`src/rtl/bis_defs.svh`:
```
`ifndef BIS_DEFS_SVH
`define BIS_DEFS_SVH

// Sizes of the panel
`define BIS_NUM_BTN      11
`define BIS_NUM_GRP      5
`define BIS_NUM_GPIO     3

// Volume range and reset value
`define BIS_VOL_MIN      5'h00
`define BIS_VOL_MAX      5'h10
`define BIS_VOL_RST      5'h00

// Operation mode codes; radio group g (0..4) is BIS_MODE_RAD1 + g
`define BIS_MODE_MOM     3'h0
`define BIS_MODE_TOG     3'h1
`define BIS_MODE_RAD1    3'h2

// Timing: clock rate and debounce settle time
`define BIS_CLK_MHZ      125
`define BIS_DEBOUNCE_US  5000
`define BIS_DEBOUNCE_CYC (`BIS_DEBOUNCE_US * `BIS_CLK_MHZ)

`endif

```
`src/rtl/bis_pkg.sv`:
```
package bis_pkg;

    // Per-button operation mode code
    typedef logic [2:0] bis_mode_t;

endpackage

```
`src/rtl/bis_evt_if.sv`:
```
`timescale 1ns/1ps
`default_nettype none

interface bis_evt_if #(
    parameter int N = 12
);
    logic [N-1:0] lvl;
    logic [N-1:0] press;
    logic [N-1:0] rel;

    modport src (output lvl, output press, output rel);
    modport dst (input lvl, input press, input rel);
endinterface

`default_nettype wire

```
`src/rtl/bis_button_state.sv`:
```
`timescale 1ns/1ps
`default_nettype none
`include "bis_defs.svh"

// Notes on behaviour
// - Eleven buttons, each either pressed or released.
// - Each button runs momentary, toggle, or radio group one to five.
// - Interaction state drives the button light and its action trigger.
// - Momentary mode fires the action on press.
// - Momentary press sets state true, release sets it false.
// - Toggle press inverts state; release leaves it alone.
// - Radio press sets own state, clears other group members; release does nothing.
// - Five groups; one group per button; a group may hold all eleven.
// - Rotary steps raise or lower volume within zero to sixteen.
// - Reaching a volume value flagged as condition fires its action.
// - Each knob press inverts the mute flag.
// - Custom scheme: knob press and release give events instead of mute.
// - Three general pins, each with an input or output direction bit.
// - Output pins are driven push-pull to the programmed level.
module bis_button_state #(
    parameter int NB      = `BIS_NUM_BTN,
    parameter int NG      = `BIS_NUM_GRP,
    parameter int NGPIO   = `BIS_NUM_GPIO,
    parameter int DEB_CYC = `BIS_DEBOUNCE_CYC
)(
    // Clock, reset, enable
    input  wire logic                     clk_i,
    input  wire logic                     rst_i,
    input  wire logic                     en_i,
    // Front panel contacts and encoder steps
    input  wire logic [NB-1:0]            btn_i,
    input  wire logic                     knob_i,
    input  wire logic                     enc_up_i,
    input  wire logic                     enc_dn_i,
    // Configuration
    input  wire bis_pkg::bis_mode_t [NB-1:0] mode_cfg_i,
    input  wire logic                     custom_scheme_i,
    input  wire logic [`BIS_VOL_MAX:0]    vol_cond_i,
    input  wire logic [NGPIO-1:0]         gpio_dir_i,
    input  wire logic [NGPIO-1:0]         gpio_val_i,
    // General pins, input side
    input  wire logic [NGPIO-1:0]         gpio_in_i,
    // Button state and action events
    output logic [NB-1:0]                 state_o,
    output logic [NB-1:0]                 act_true_o,
    output logic [NB-1:0]                 act_false_o,
    // Rotary
    output logic [4:0]                    vol_o,
    output logic                          vol_hit_o,
    output logic                          mute_o,
    output logic                          knob_press_o,
    output logic                          knob_rel_o,
    // General pins, output side
    output logic [NGPIO-1:0]              gpio_o,
    output logic [NGPIO-1:0]              gpio_oe_o,
    output logic [NGPIO-1:0]              gpio_lvl_o
);
    import bis_pkg::*;

    localparam int KNOB = NB;

    // Clean events from the contacts; knob sits above the buttons
    bis_evt_if #(.N(NB + 1)) ev ();

    bis_debounce #(
        .N   (NB + 1),
        .CYC (DEB_CYC)
    ) u_deb (
        .clk_i (clk_i),
        .rst_i (rst_i),
        .en_i  (en_i),
        .raw_i ({knob_i, btn_i}),
        .ev    (ev.src)
    );

    logic [NB-1:0]    press;
    logic [NB-1:0]    rel;
    logic [NB-1:0]    win;
    logic [NG-1:0]    grp_hit;
    logic [NB-1:0]    state_ff;
    logic [NB-1:0]    nxt_state;
    logic [NB-1:0]    act_true_ff;
    logic [NB-1:0]    act_false_ff;
    logic [NB-1:0]    nxt_act_true;
    logic [NB-1:0]    nxt_act_false;
    logic [4:0]       vol_ff;
    logic [4:0]       nxt_vol;
    logic             vol_hit_ff;
    logic             nxt_vol_hit;
    logic             mute_ff;
    logic             nxt_mute;
    logic             kp_ff;
    logic             nxt_kp;
    logic             kr_ff;
    logic             nxt_kr;
    logic [NGPIO-1:0] gpio_ff;
    logic [NGPIO-1:0] gpio_oe_ff;
    logic [NGPIO-1:0] gpio_lvl_ff;

    assign press = ev.press[NB-1:0];
    assign rel   = ev.rel[NB-1:0];

    function automatic logic in_grp(bis_mode_t m, int g);
        return m == 3'(`BIS_MODE_RAD1 + g);
    endfunction

    // One winner per group; lowest index wins simultaneous presses,
    // so a group never ends up with two members true
    always_comb begin
        win     = '0;
        grp_hit = '0;
        for (int g = 0; g < NG; g++) begin
            for (int b = 0; b < NB; b++) begin
                if (press[b] && in_grp(mode_cfg_i[b], g)) begin
                    if (!grp_hit[g]) begin
                        win[b] = 1'b1;
                    end
                    grp_hit[g] = 1'b1;
                end
            end
        end
    end

    for (genvar b = 0; b < NB; b++) begin : g_btn
        logic member_hit;

        // Next interaction state by the button's mode
        always_comb begin
            member_hit = 1'b0;
            for (int g = 0; g < NG; g++) begin
                if (in_grp(mode_cfg_i[b], g) && grp_hit[g]) begin
                    member_hit = 1'b1;
                end
            end
            nxt_state[b] = state_ff[b];
            case (mode_cfg_i[b])
                `BIS_MODE_MOM: begin
                    if (press[b]) begin
                        nxt_state[b] = 1'b1;
                    end else if (rel[b]) begin
                        nxt_state[b] = 1'b0;
                    end
                end
                `BIS_MODE_TOG: begin
                    if (press[b]) begin
                        nxt_state[b] = ~state_ff[b];
                    end
                end
                default: begin
                    // Unused code 3'h7 never matches a group and holds
                    if (win[b]) begin
                        nxt_state[b] = 1'b1;
                    end else if (member_hit) begin
                        nxt_state[b] = 1'b0;
                    end
                end
            endcase
        end

    end

    // Action events follow each change of interaction state
    always_comb begin
        nxt_act_true  = nxt_state & ~state_ff;
        nxt_act_false = ~nxt_state & state_ff;
    end

    // Rotary: volume, condition hit, mute or custom knob events
    always_comb begin
        nxt_vol = vol_ff;
        if (enc_up_i && !enc_dn_i && vol_ff != `BIS_VOL_MAX) begin
            nxt_vol = vol_ff + 5'h01;
        end else if (enc_dn_i && !enc_up_i && vol_ff != `BIS_VOL_MIN) begin
            nxt_vol = vol_ff - 5'h01;
        end
        // Fires only on arrival, not while parked at the value
        nxt_vol_hit = (nxt_vol != vol_ff) && vol_cond_i[nxt_vol];
        nxt_mute    = mute_ff ^ (ev.press[KNOB] && !custom_scheme_i);
        nxt_kp      = ev.press[KNOB] && custom_scheme_i;
        nxt_kr      = ev.rel[KNOB] && custom_scheme_i;
    end

    // All state registered; clock enable low freezes everything
    always_ff @(posedge clk_i) begin
        if (rst_i) begin
            state_ff     <= '0;
            act_true_ff  <= '0;
            act_false_ff <= '0;
            vol_ff       <= `BIS_VOL_RST;
            vol_hit_ff   <= 1'b0;
            mute_ff      <= 1'b0;
            kp_ff        <= 1'b0;
            kr_ff        <= 1'b0;
            gpio_ff      <= '0;
            gpio_oe_ff   <= '0;
            gpio_lvl_ff  <= '0;
        end else if (en_i) begin
            state_ff     <= nxt_state;
            act_true_ff  <= nxt_act_true;
            act_false_ff <= nxt_act_false;
            vol_ff       <= nxt_vol;
            vol_hit_ff   <= nxt_vol_hit;
            mute_ff      <= nxt_mute;
            kp_ff        <= nxt_kp;
            kr_ff        <= nxt_kr;
            gpio_ff      <= gpio_val_i;
            gpio_oe_ff   <= gpio_dir_i;
            gpio_lvl_ff  <= gpio_in_i;
        end
    end

    assign state_o      = state_ff;
    assign act_true_o   = act_true_ff;
    assign act_false_o  = act_false_ff;
    assign vol_o        = vol_ff;
    assign vol_hit_o    = vol_hit_ff;
    assign mute_o       = mute_ff;
    assign knob_press_o = kp_ff;
    assign knob_rel_o   = kr_ff;
    assign gpio_o       = gpio_ff;
    assign gpio_oe_o    = gpio_oe_ff;
    assign gpio_lvl_o   = gpio_lvl_ff;
endmodule // bis_button_state

`default_nettype wire

```
`src/rtl/bis_debounce.sv`:
```
`timescale 1ns/1ps
`default_nettype none
`include "bis_defs.svh"

module bis_debounce #(
    parameter int N   = `BIS_NUM_BTN + 1,
    parameter int CYC = `BIS_DEBOUNCE_CYC
)(
    // Clock, reset, enable
    input  wire logic         clk_i,
    input  wire logic         rst_i,
    input  wire logic         en_i,
    // Raw contacts, high while pressed
    input  wire logic [N-1:0] raw_i,
    // Clean levels and edge pulses
    bis_evt_if.src            ev
);
    localparam int CW = $clog2(CYC + 1);

    for (genvar i = 0; i < N; i++) begin : g_in
        logic          s1_ff;
        logic          s2_ff;
        logic          stab_ff;
        logic          pr_ff;
        logic          rl_ff;
        logic [CW-1:0] cnt_ff;
        logic          nxt_stab;
        logic          nxt_pr;
        logic          nxt_rl;
        logic [CW-1:0] nxt_cnt;

        // Accept a new level only after it held for CYC cycles
        always_comb begin
            nxt_stab = stab_ff;
            nxt_pr   = 1'b0;
            nxt_rl   = 1'b0;
            nxt_cnt  = '0;
            if (s2_ff != stab_ff) begin
                if (cnt_ff == CW'(CYC - 1)) begin
                    nxt_stab = s2_ff;
                    nxt_pr   = s2_ff;
                    nxt_rl   = ~s2_ff;
                end else begin
                    nxt_cnt  = cnt_ff + CW'(1);
                end
            end
        end

        // Two-stage sync; s1 feeds only s2 to keep metastability contained
        always_ff @(posedge clk_i) begin
            if (rst_i) begin
                s1_ff   <= 1'b0;
                s2_ff   <= 1'b0;
                stab_ff <= 1'b0;
                pr_ff   <= 1'b0;
                rl_ff   <= 1'b0;
                cnt_ff  <= '0;
            end else if (en_i) begin
                s1_ff   <= raw_i[i];
                s2_ff   <= s1_ff;
                stab_ff <= nxt_stab;
                pr_ff   <= nxt_pr;
                rl_ff   <= nxt_rl;
                cnt_ff  <= nxt_cnt;
            end
        end

        assign ev.lvl[i]   = stab_ff;
        assign ev.press[i] = pr_ff;
        assign ev.rel[i]   = rl_ff;

    end
endmodule // bis_debounce

`default_nettype wire

```
`config.mk`:
```
export PLATFORM = sky130hd
export DESIGN_NAME = bis_button_state
export DESIGN_NICKNAME = d
export VERILOG_FILES = /design/src/rtl/bis_pkg.sv /design/src/rtl/bis_evt_if.sv /design/src/rtl/bis_button_state.sv /design/src/rtl/bis_debounce.sv
export VERILOG_INCLUDE_DIRS = /design/src /design/src/rtl
export SDC_FILE = /design/constraint.sdc
export NUM_CORES = 1
export LEC_CHECK = 0
export BUFFER_PORTS_ARGS = -buffer_cell sky130_fd_sc_hd__buf_4
export CORE_MARGIN = 1
export CORE_UTILIZATION = 35
export DETAILED_ROUTE_END_ITERATION = 10
export GPL_TIMING_DRIVEN = 1
export SETUP_SLACK_MARGIN = 0.05
export SLEW_MARGIN = 10
export SYNTH_ARGS = -nofsm -noshare
export SYNTH_HDL_FRONTEND = slang
export SYNTH_SLANG_ARGS = --single-unit
```
`constraint.sdc`:
```
create_clock -name clk_i -period 3.6 [get_ports clk_i]
set_clock_uncertainty 0.1 [all_clocks]
set_input_delay 0.72 -clock clk_i [delete_from_list [all_inputs] [get_ports clk_i]]
set_output_delay 0.72 -clock clk_i [all_outputs]
set_load 0.01 [all_outputs]
```
# ---- Yosys cells after proc, flatten, opt, wreduce, memory -nomap -nowiden
# Cells that the tools add are included.
dict set report classes {
  bitwise_logic 28
  multipliers 0
  div_mod_pow 0
  n_lt_le_gt_ge 1
  n_shift 0
  n_addsub 14
  eq_ne 92
  muxes 356
  reduce_logical 145
}
# op n
set ops {}
lappend ops {{$mux 20} 24}
lappend ops {{$mux 1} 318}
lappend ops {{$add 20x1->20 const B} 12}
lappend ops {{$eq 20x20->1 const B} 12}
lappend ops {{$logic_and 1x1->1} 118}
lappend ops {{$eq 3x3->1 const B} 33}
lappend ops {{$eq 3x2->1 const B} 22}
lappend ops {{$reduce_and 3->1} 12}
lappend ops {{$eq 3x1->1 const B} 11}
lappend ops {{$logic_not 3->1} 11}
lappend ops {{$not 1->1} 23}
lappend ops {{$and 11x11->11} 2}
lappend ops {{$not 11->11} 2}
lappend ops {{$pmux 1 s2} 11}
lappend ops {{$ne 1x1->1} 12}
lappend ops {{$mux 5} 2}
lappend ops {{$lt 5x6->1 const B} 1}
lappend ops {{$add 5x1->5 const B} 1}
lappend ops {{$bmux 1 s5} 1}
lappend ops {{$ne 5x5->1} 1}
lappend ops {{$ne 5x5->1 const B} 1}
lappend ops {{$reduce_bool 5->1} 1}
lappend ops {{$sub 5x1->5 const B} 1}
lappend ops {{$logic_not 1->1} 3}
lappend ops {{$xor 1x1->1} 1}
dict set report totals {
  out_inout_bits 51
  mem_bits_ro 0
  ramBits 0
  reg_bits 351
  latchBits 0
  memories 0
  elab_cells 719
  in_bits 77
}

# ---- Longest topological paths before layout
dict set report logic_depth {
  ltp_word 26
  ltp_mapped 9
  depth_no_buf 9
}

# ---- Modules after synthesis
# From an unflattened synthesis, not the netlist that was laid out.
dict set report hier_totals {
  hier_cells 2406
  area_unflattened_um2 19742.7
}
# module area_per_inst_um2 seq_area_each_um2 n_inst cells_per_inst
set by_module_without_submodules {}
lappend by_module_without_submodules {bis_debounce 14904.3 6005.8 1 1770}
lappend by_module_without_submodules {bis_button_state 4838.4 1021.0 1 636}

# ---- Worst setup path after synthesis
# OpenSTA, ideal clock, no wires.
dict set report synth_timing {
  path_kind {input to register}
  from {in mode_cfg_i[23] in the netlist's numbering}
  to {reg act_false_ff[10] (netlist: act_false_o[10])}
  t_arrival_ns 2.619
  cell_stages 8
  setup_slack_ns 0.766
  path_buffers 1
  t_required_ns 3.385
  setup_time_ns 0.115
  cell_sequence {buf_6 > nor4bb_1 > or4_4 > or3_4 > o21a_1 > a211o_1 > and3_1 > a31o_1}
}
dict set report synth_between {
  elab_chain_len 19
}
# element line_no
set synth_rtl {}
lappend synth_rtl {{from (decl)} bis_button_state.sv:36} ;# input wire bis_pkg::bis_mode_t [NB-1:0] mode_cfg_i,
lappend synth_rtl {{$eq 3x2->1} bis_button_state.sv:104} ;# return m == 3'(`BIS_MODE_RAD1 + g);
lappend synth_rtl {{$logic_and 1x1->1} bis_button_state.sv:114} ;# if (press[b] && in_grp(mode_cfg_i[b], g)) begin
lappend synth_rtl {{$mux 1 (3 in series)} bis_button_state.sv:114}
lappend synth_rtl {{$mux 1} bis_button_state.sv:115} ;# if (!grp_hit[g]) begin
lappend synth_rtl {{$mux 1} bis_button_state.sv:114}
lappend synth_rtl {{$mux 1} bis_button_state.sv:115}
lappend synth_rtl {{$mux 1} bis_button_state.sv:114}
lappend synth_rtl {{$mux 1} bis_button_state.sv:115}
lappend synth_rtl {{$mux 1} bis_button_state.sv:114}
lappend synth_rtl {{$mux 1} bis_button_state.sv:115}
lappend synth_rtl {{$mux 1} bis_button_state.sv:114}
lappend synth_rtl {{$mux 1} bis_button_state.sv:115}
lappend synth_rtl {{$mux 1} bis_button_state.sv:114}
lappend synth_rtl {{$mux 1 *} bis_button_state.sv:151} ;# if (win[b]) begin
lappend synth_rtl {{$pmux 1 s2 *} bis_button_state.sv:136} ;# case (mode_cfg_i[b])
lappend synth_rtl {{$not 11->11 *} bis_button_state.sv:165} ;# nxt_act_false = ~nxt_state & state_ff;
lappend synth_rtl {{$and 11x11->11 *} bis_button_state.sv:165}
lappend synth_rtl {{to (signal assigned)} bis_button_state.sv:200} ;# act_false_ff <= nxt_act_false;
lappend synth_rtl {{to (decl)} bis_button_state.sv:83} ;# logic [NB-1:0] act_false_ff;
# Mark *: on every way between the ends. The rest lies on a longest branch, timed or not.
# A chain may end at the register's enable or synchronous reset.

# ---- Final worst setup path
dict set report layout_timing {
  from {reg vol_ff[0] (netlist: vol_o[0])}
  to {reg vol_hit_ff (netlist: vol_hit_o)}
}
dict set report layout_between {
  elab_chain_len 7
}
# element line_no
set layout_rtl {}
lappend layout_rtl {{from (decl)} bis_button_state.sv:86} ;# logic [4:0] vol_ff;
lappend layout_rtl {{from (signal assigned)} bis_button_state.sv:189} ;# vol_ff <= `BIS_VOL_RST;
lappend layout_rtl {{from (signal assigned)} bis_button_state.sv:201} ;# vol_ff <= nxt_vol;
lappend layout_rtl {{branches (longest 6 deep; another with $sub 5x1->5)} -}
lappend layout_rtl {{$logic_and 1x1->1 *} bis_button_state.sv:177} ;# nxt_vol_hit = (nxt_vol != vol_ff) && vol_cond_i[nxt_vol];
lappend layout_rtl {{to (signal assigned)} bis_button_state.sv:202} ;# vol_hit_ff <= nxt_vol_hit;
lappend layout_rtl {{to (decl)} bis_button_state.sv:88} ;# logic vol_hit_ff;
# Mark *: on every way between the ends. The select of a mux whose other input is x is not followed.

==> run summary <==
The flow ran to the end, and the final reports show no timing, DRC or antenna violations. The critical path is of the reg -> reg type. Summed over all layers, the global routing overflow is 0.

The antenna diode instance count is 0. The first global-routing pass estimated 78.5 mm of wire. The placeable core region came out at 50,400 µm². The die covers 52,100 µm². Across the VDD grid, the largest voltage drop is 341 µV. Setup violations remaining at the end of the flow were counted as 0. Number of core rows: 82. At the later pin of the worst-skew pair, clock insertion delay measures 560 ps. The uppermost layer routed was met4. The final layout contains 2,402 nets.

The remaining antenna violation count after routing is 0, and the slew at the pin closest to its max-slew limit is 922 ps. STA classifies the critical path endpoint as a register. Entering global routing, the biggest net connects 57 pins. Timing would allow up to 314 MHz. The mean routed wirelength per cell came out at 16.0 µm.

After detailed routing, the number of remaining DRC violations is 0. The nature of the critical path startpoint is a register. Wire segments on met2 add up to 21.6 mm in the final route.

Summed over all instances, the cell type with the most area after synthesis is sky130_fd_sc_hd__dfxtp_1. The run gives 2,293 as the net count of the mapped netlist. For this run, the register share of the synthesized area comes to 39.2%. The number of gates resized after CTS was 0. The detailed route wirelength on metal3 came out at 2.53 mm. For the data arrival time of the worst path, the log shows 3540 ps. The buffer cell driving the clock tree root is sky130_fd_sc_hd__clkbuf_16.

After detailed placement, the total cell area comes to 19,600 µm². The horizontal die dimension is 228 µm, and the storage element area is 7030 µm². By area the synthesized netlist is led by sky130_fd_sc_hd__dfxtp_1 39%, sky130_fd_sc_hd__nor2_1 8.3%, sky130_fd_sc_hd__xor2_1 5.9%. The count of warnings emitted by yosys is 0.

The number of hold violations in the final report was 0; the number of buffer cells added on primary ports was 127. The initial standard-cell utilization of the core is 35.6%. The layout has 4,987 filler cells.

Of the cells placed in the final design, the portion with a size suffix greater than 1 is 11.6%. The total clock sinks is 351. Routability-driven placement finished with a final weighted congestion of 0.931.

The logs give 2,202 for the gate count after technology mapping and 0 for the count of max-cap constraint violations. The logs give 17,900 µm² for the area of the mapped netlist and 7.35 nW for the cell leakage power. After synthesis, the share of flip-flops with an asynchronous set or reset is 0%. Setup repair after global routing left no endpoint under its margin. For the final routed database, the setup TNS stands at 0 ps. Dividing total power by cell area gives a power density of 422 nW/µm². The per-cell via count in the routed design is 5.28.

Leaving out fill and tap cells, the most frequent cells in the layout are 394 x sky130_fd_sc_hd__nor2_1, 351 x sky130_fd_sc_hd__dfxtp_1, 246 x sky130_fd_sc_hd__nand2_1, 160 x sky130_fd_sc_hd__buf_4, 121 x sky130_fd_sc_hd__xor2_1. The tightest min-delay check is of the in -> reg type. The number of buffers inserted to repair setup after CTS was 0; the number of levels the H-tree was split into was 2.

After clock tree synthesis, the flow added hold-fix buffers numbering 0. Share of the synthesized area in the top cell type: 39.2%. TritonCTS built the clock tree. For this design the top-level I/O count stands at 128. The headroom to the max-slew limit is 38.0%.

Measured along the y axis, the die boundary spans 228 µm. In this run, the number of DRC markers left after iteration 0 of detailed routing was 1,146. A synthesized cell averages 8.14 µm². The length of routed wiring on met1 is 22.8 mm, and the via count of the routed design is 15,900.

The post-layout instance area was 21,000 µm²; the number of unique standard cell types used by synthesis was 93. Yosys mapped a number of flops with a built-in enable equal to 0. The worst path uses 88.4% of the clock period. For the number of max-slew violations in the final report, the log shows 0. The first TritonRoute pass finished after 6 iterations.

STA puts the critical path data required time at 3960 ps. After layout, the minimum clock period comes to 3180 ps. The signed area change from the synthesized netlist to the final layout is 16.9%, and the number of antenna violations at the first check in global routing is 0. Wires add up to 48.2 mm. Total half-perimeter wirelength after legalization and detailed placement: 34.5 mm. Combined area of the multi-input logic cells: 10,300 µm². The total track usage is 18.2%, and the clock transition at the registers of the reported paths is 70 ps. Commonest non-fill, non-tap cell in the layout: sky130_fd_sc_hd__nor2_1. The largest fanout of any net on the critical path came out at 8. Register bit total from synthesis: 351.

Most used flip-flop cell after synthesis: sky130_fd_sc_hd__dfxtp_1. The number of global-route vias before repair was 15,200; the maximum clock path buffer count was 3. TritonCTS created 40 clock buffers.
-- path summary, 6_finish.rpt --
check / startpoint / to / slack [ps] / cells after the start
max: vol_o[0] / vol_hit_o / 420 / 9
max reg2reg: vol_o[0] / vol_hit_o / 420 / 9
min: gpio_val_i[1] / gpio_o[1] / 290 / 3
min reg2reg: u_deb.g_in[4].stab_ff / u_deb.g_in[4].stab_ff / 370 / 2
-- registers in the layout, indices dropped and copies added, names as in the netlist --
name                flops
u_deb.g_in.pr_ff       12
u_deb.g_in.rl_ff       12
act_true_o             11
u_deb.g_in.s1_ff       12
gpio_oe_o               3
gpio_lvl_o              3
u_deb.g_in.s2_ff       12
vol_o                   5
mute_o                  1
knob_press_o            1
act_false_o            11
vol_hit_o               1
u_deb.g_in.stab_ff     12
u_deb.g_in.cnt_ff     240
state_o                11
gpio_o                  3
knob_rel_o              1
-- per-layer routing --
layer | track usage, % | vias to the layer above
met5 | 0 | -
met4 | 6.46 | 0
met3 | 2.69 | 74
met2 | 29.1 | 341
met1 | 24.8 | 7537
li1 | - | 7975
-- power by group --
group	internal (mW)	switching, mW
Combinational	0.230	0.349
Sequential	3.92	0.0456
Clock	2.59	1.70
-- Yosys cell counts, drive strengths merged, types with 35 or more instances --
cell    count
xnor2     103
inv        36
nor2      395
nand3     118
o21ai      35
a21oi     109
and3       36
nand4b     35
nand2     248
nand4      82
nor3       54
dfxtp     351
xor2      121
clkbuf     49
mux2i      57
nor4       39
buf        46
-- final cells by class --
class                      instances  share of cell area, %
clock inverter                    16                  0.973
clock buffer                      57                   5.67
tap                              672                   4.01
multi-input combinational       1720                   49.3
inverter                          36                  0.645
timing repair buffer             162                   5.89
sequential                       351                   33.5
-- critical path, cell delays in order (launching register included) --
cell and delay (ps):
sky130_fd_sc_hd__dfxtp_1 530, sky130_fd_sc_hd__inv_1 130, sky130_fd_sc_hd__ha_1 270, sky130_fd_sc_hd__and4bb_2 260
sky130_fd_sc_hd__o22a_1 240, sky130_fd_sc_hd__xnor2_2 540, sky130_fd_sc_hd__mux2i_1 290, sky130_fd_sc_hd__a22oi_1 110
sky130_fd_sc_hd__a311o_1 360, sky130_fd_sc_hd__a32o_1 250
-- logic make-up after synthesis --
group	Yosys count	synth area share, %
simple gates	1159	32.6
buf+inv	131	3.18
flops	351	39.2
mux	58	3.25
compound gates	265	9.86
fa+ha+maj	14	0.977
xor+xnor	224	11.0
-- through the flow --
step | total power, mW | setup WS (ps) | utilization [%] | std cells | hold slack (ps)
after CTS | 8.98 | 481 | 41.6 | 3014 | 262
after detailed placement | 4.63 | 228 | 38.8 | 2941 | 358
final | 8.84 | 416 | 41.6 | 3014 | 293
after global placement | 4.62 | 299 | 38.8 | 2941 | 347
after global routing | 9.18 | 253 | 41.6 | 3014 | 282
after floorplan | 4.42 | 766 | - | 2202 | 341
Power figures use the tool's default switching activity.
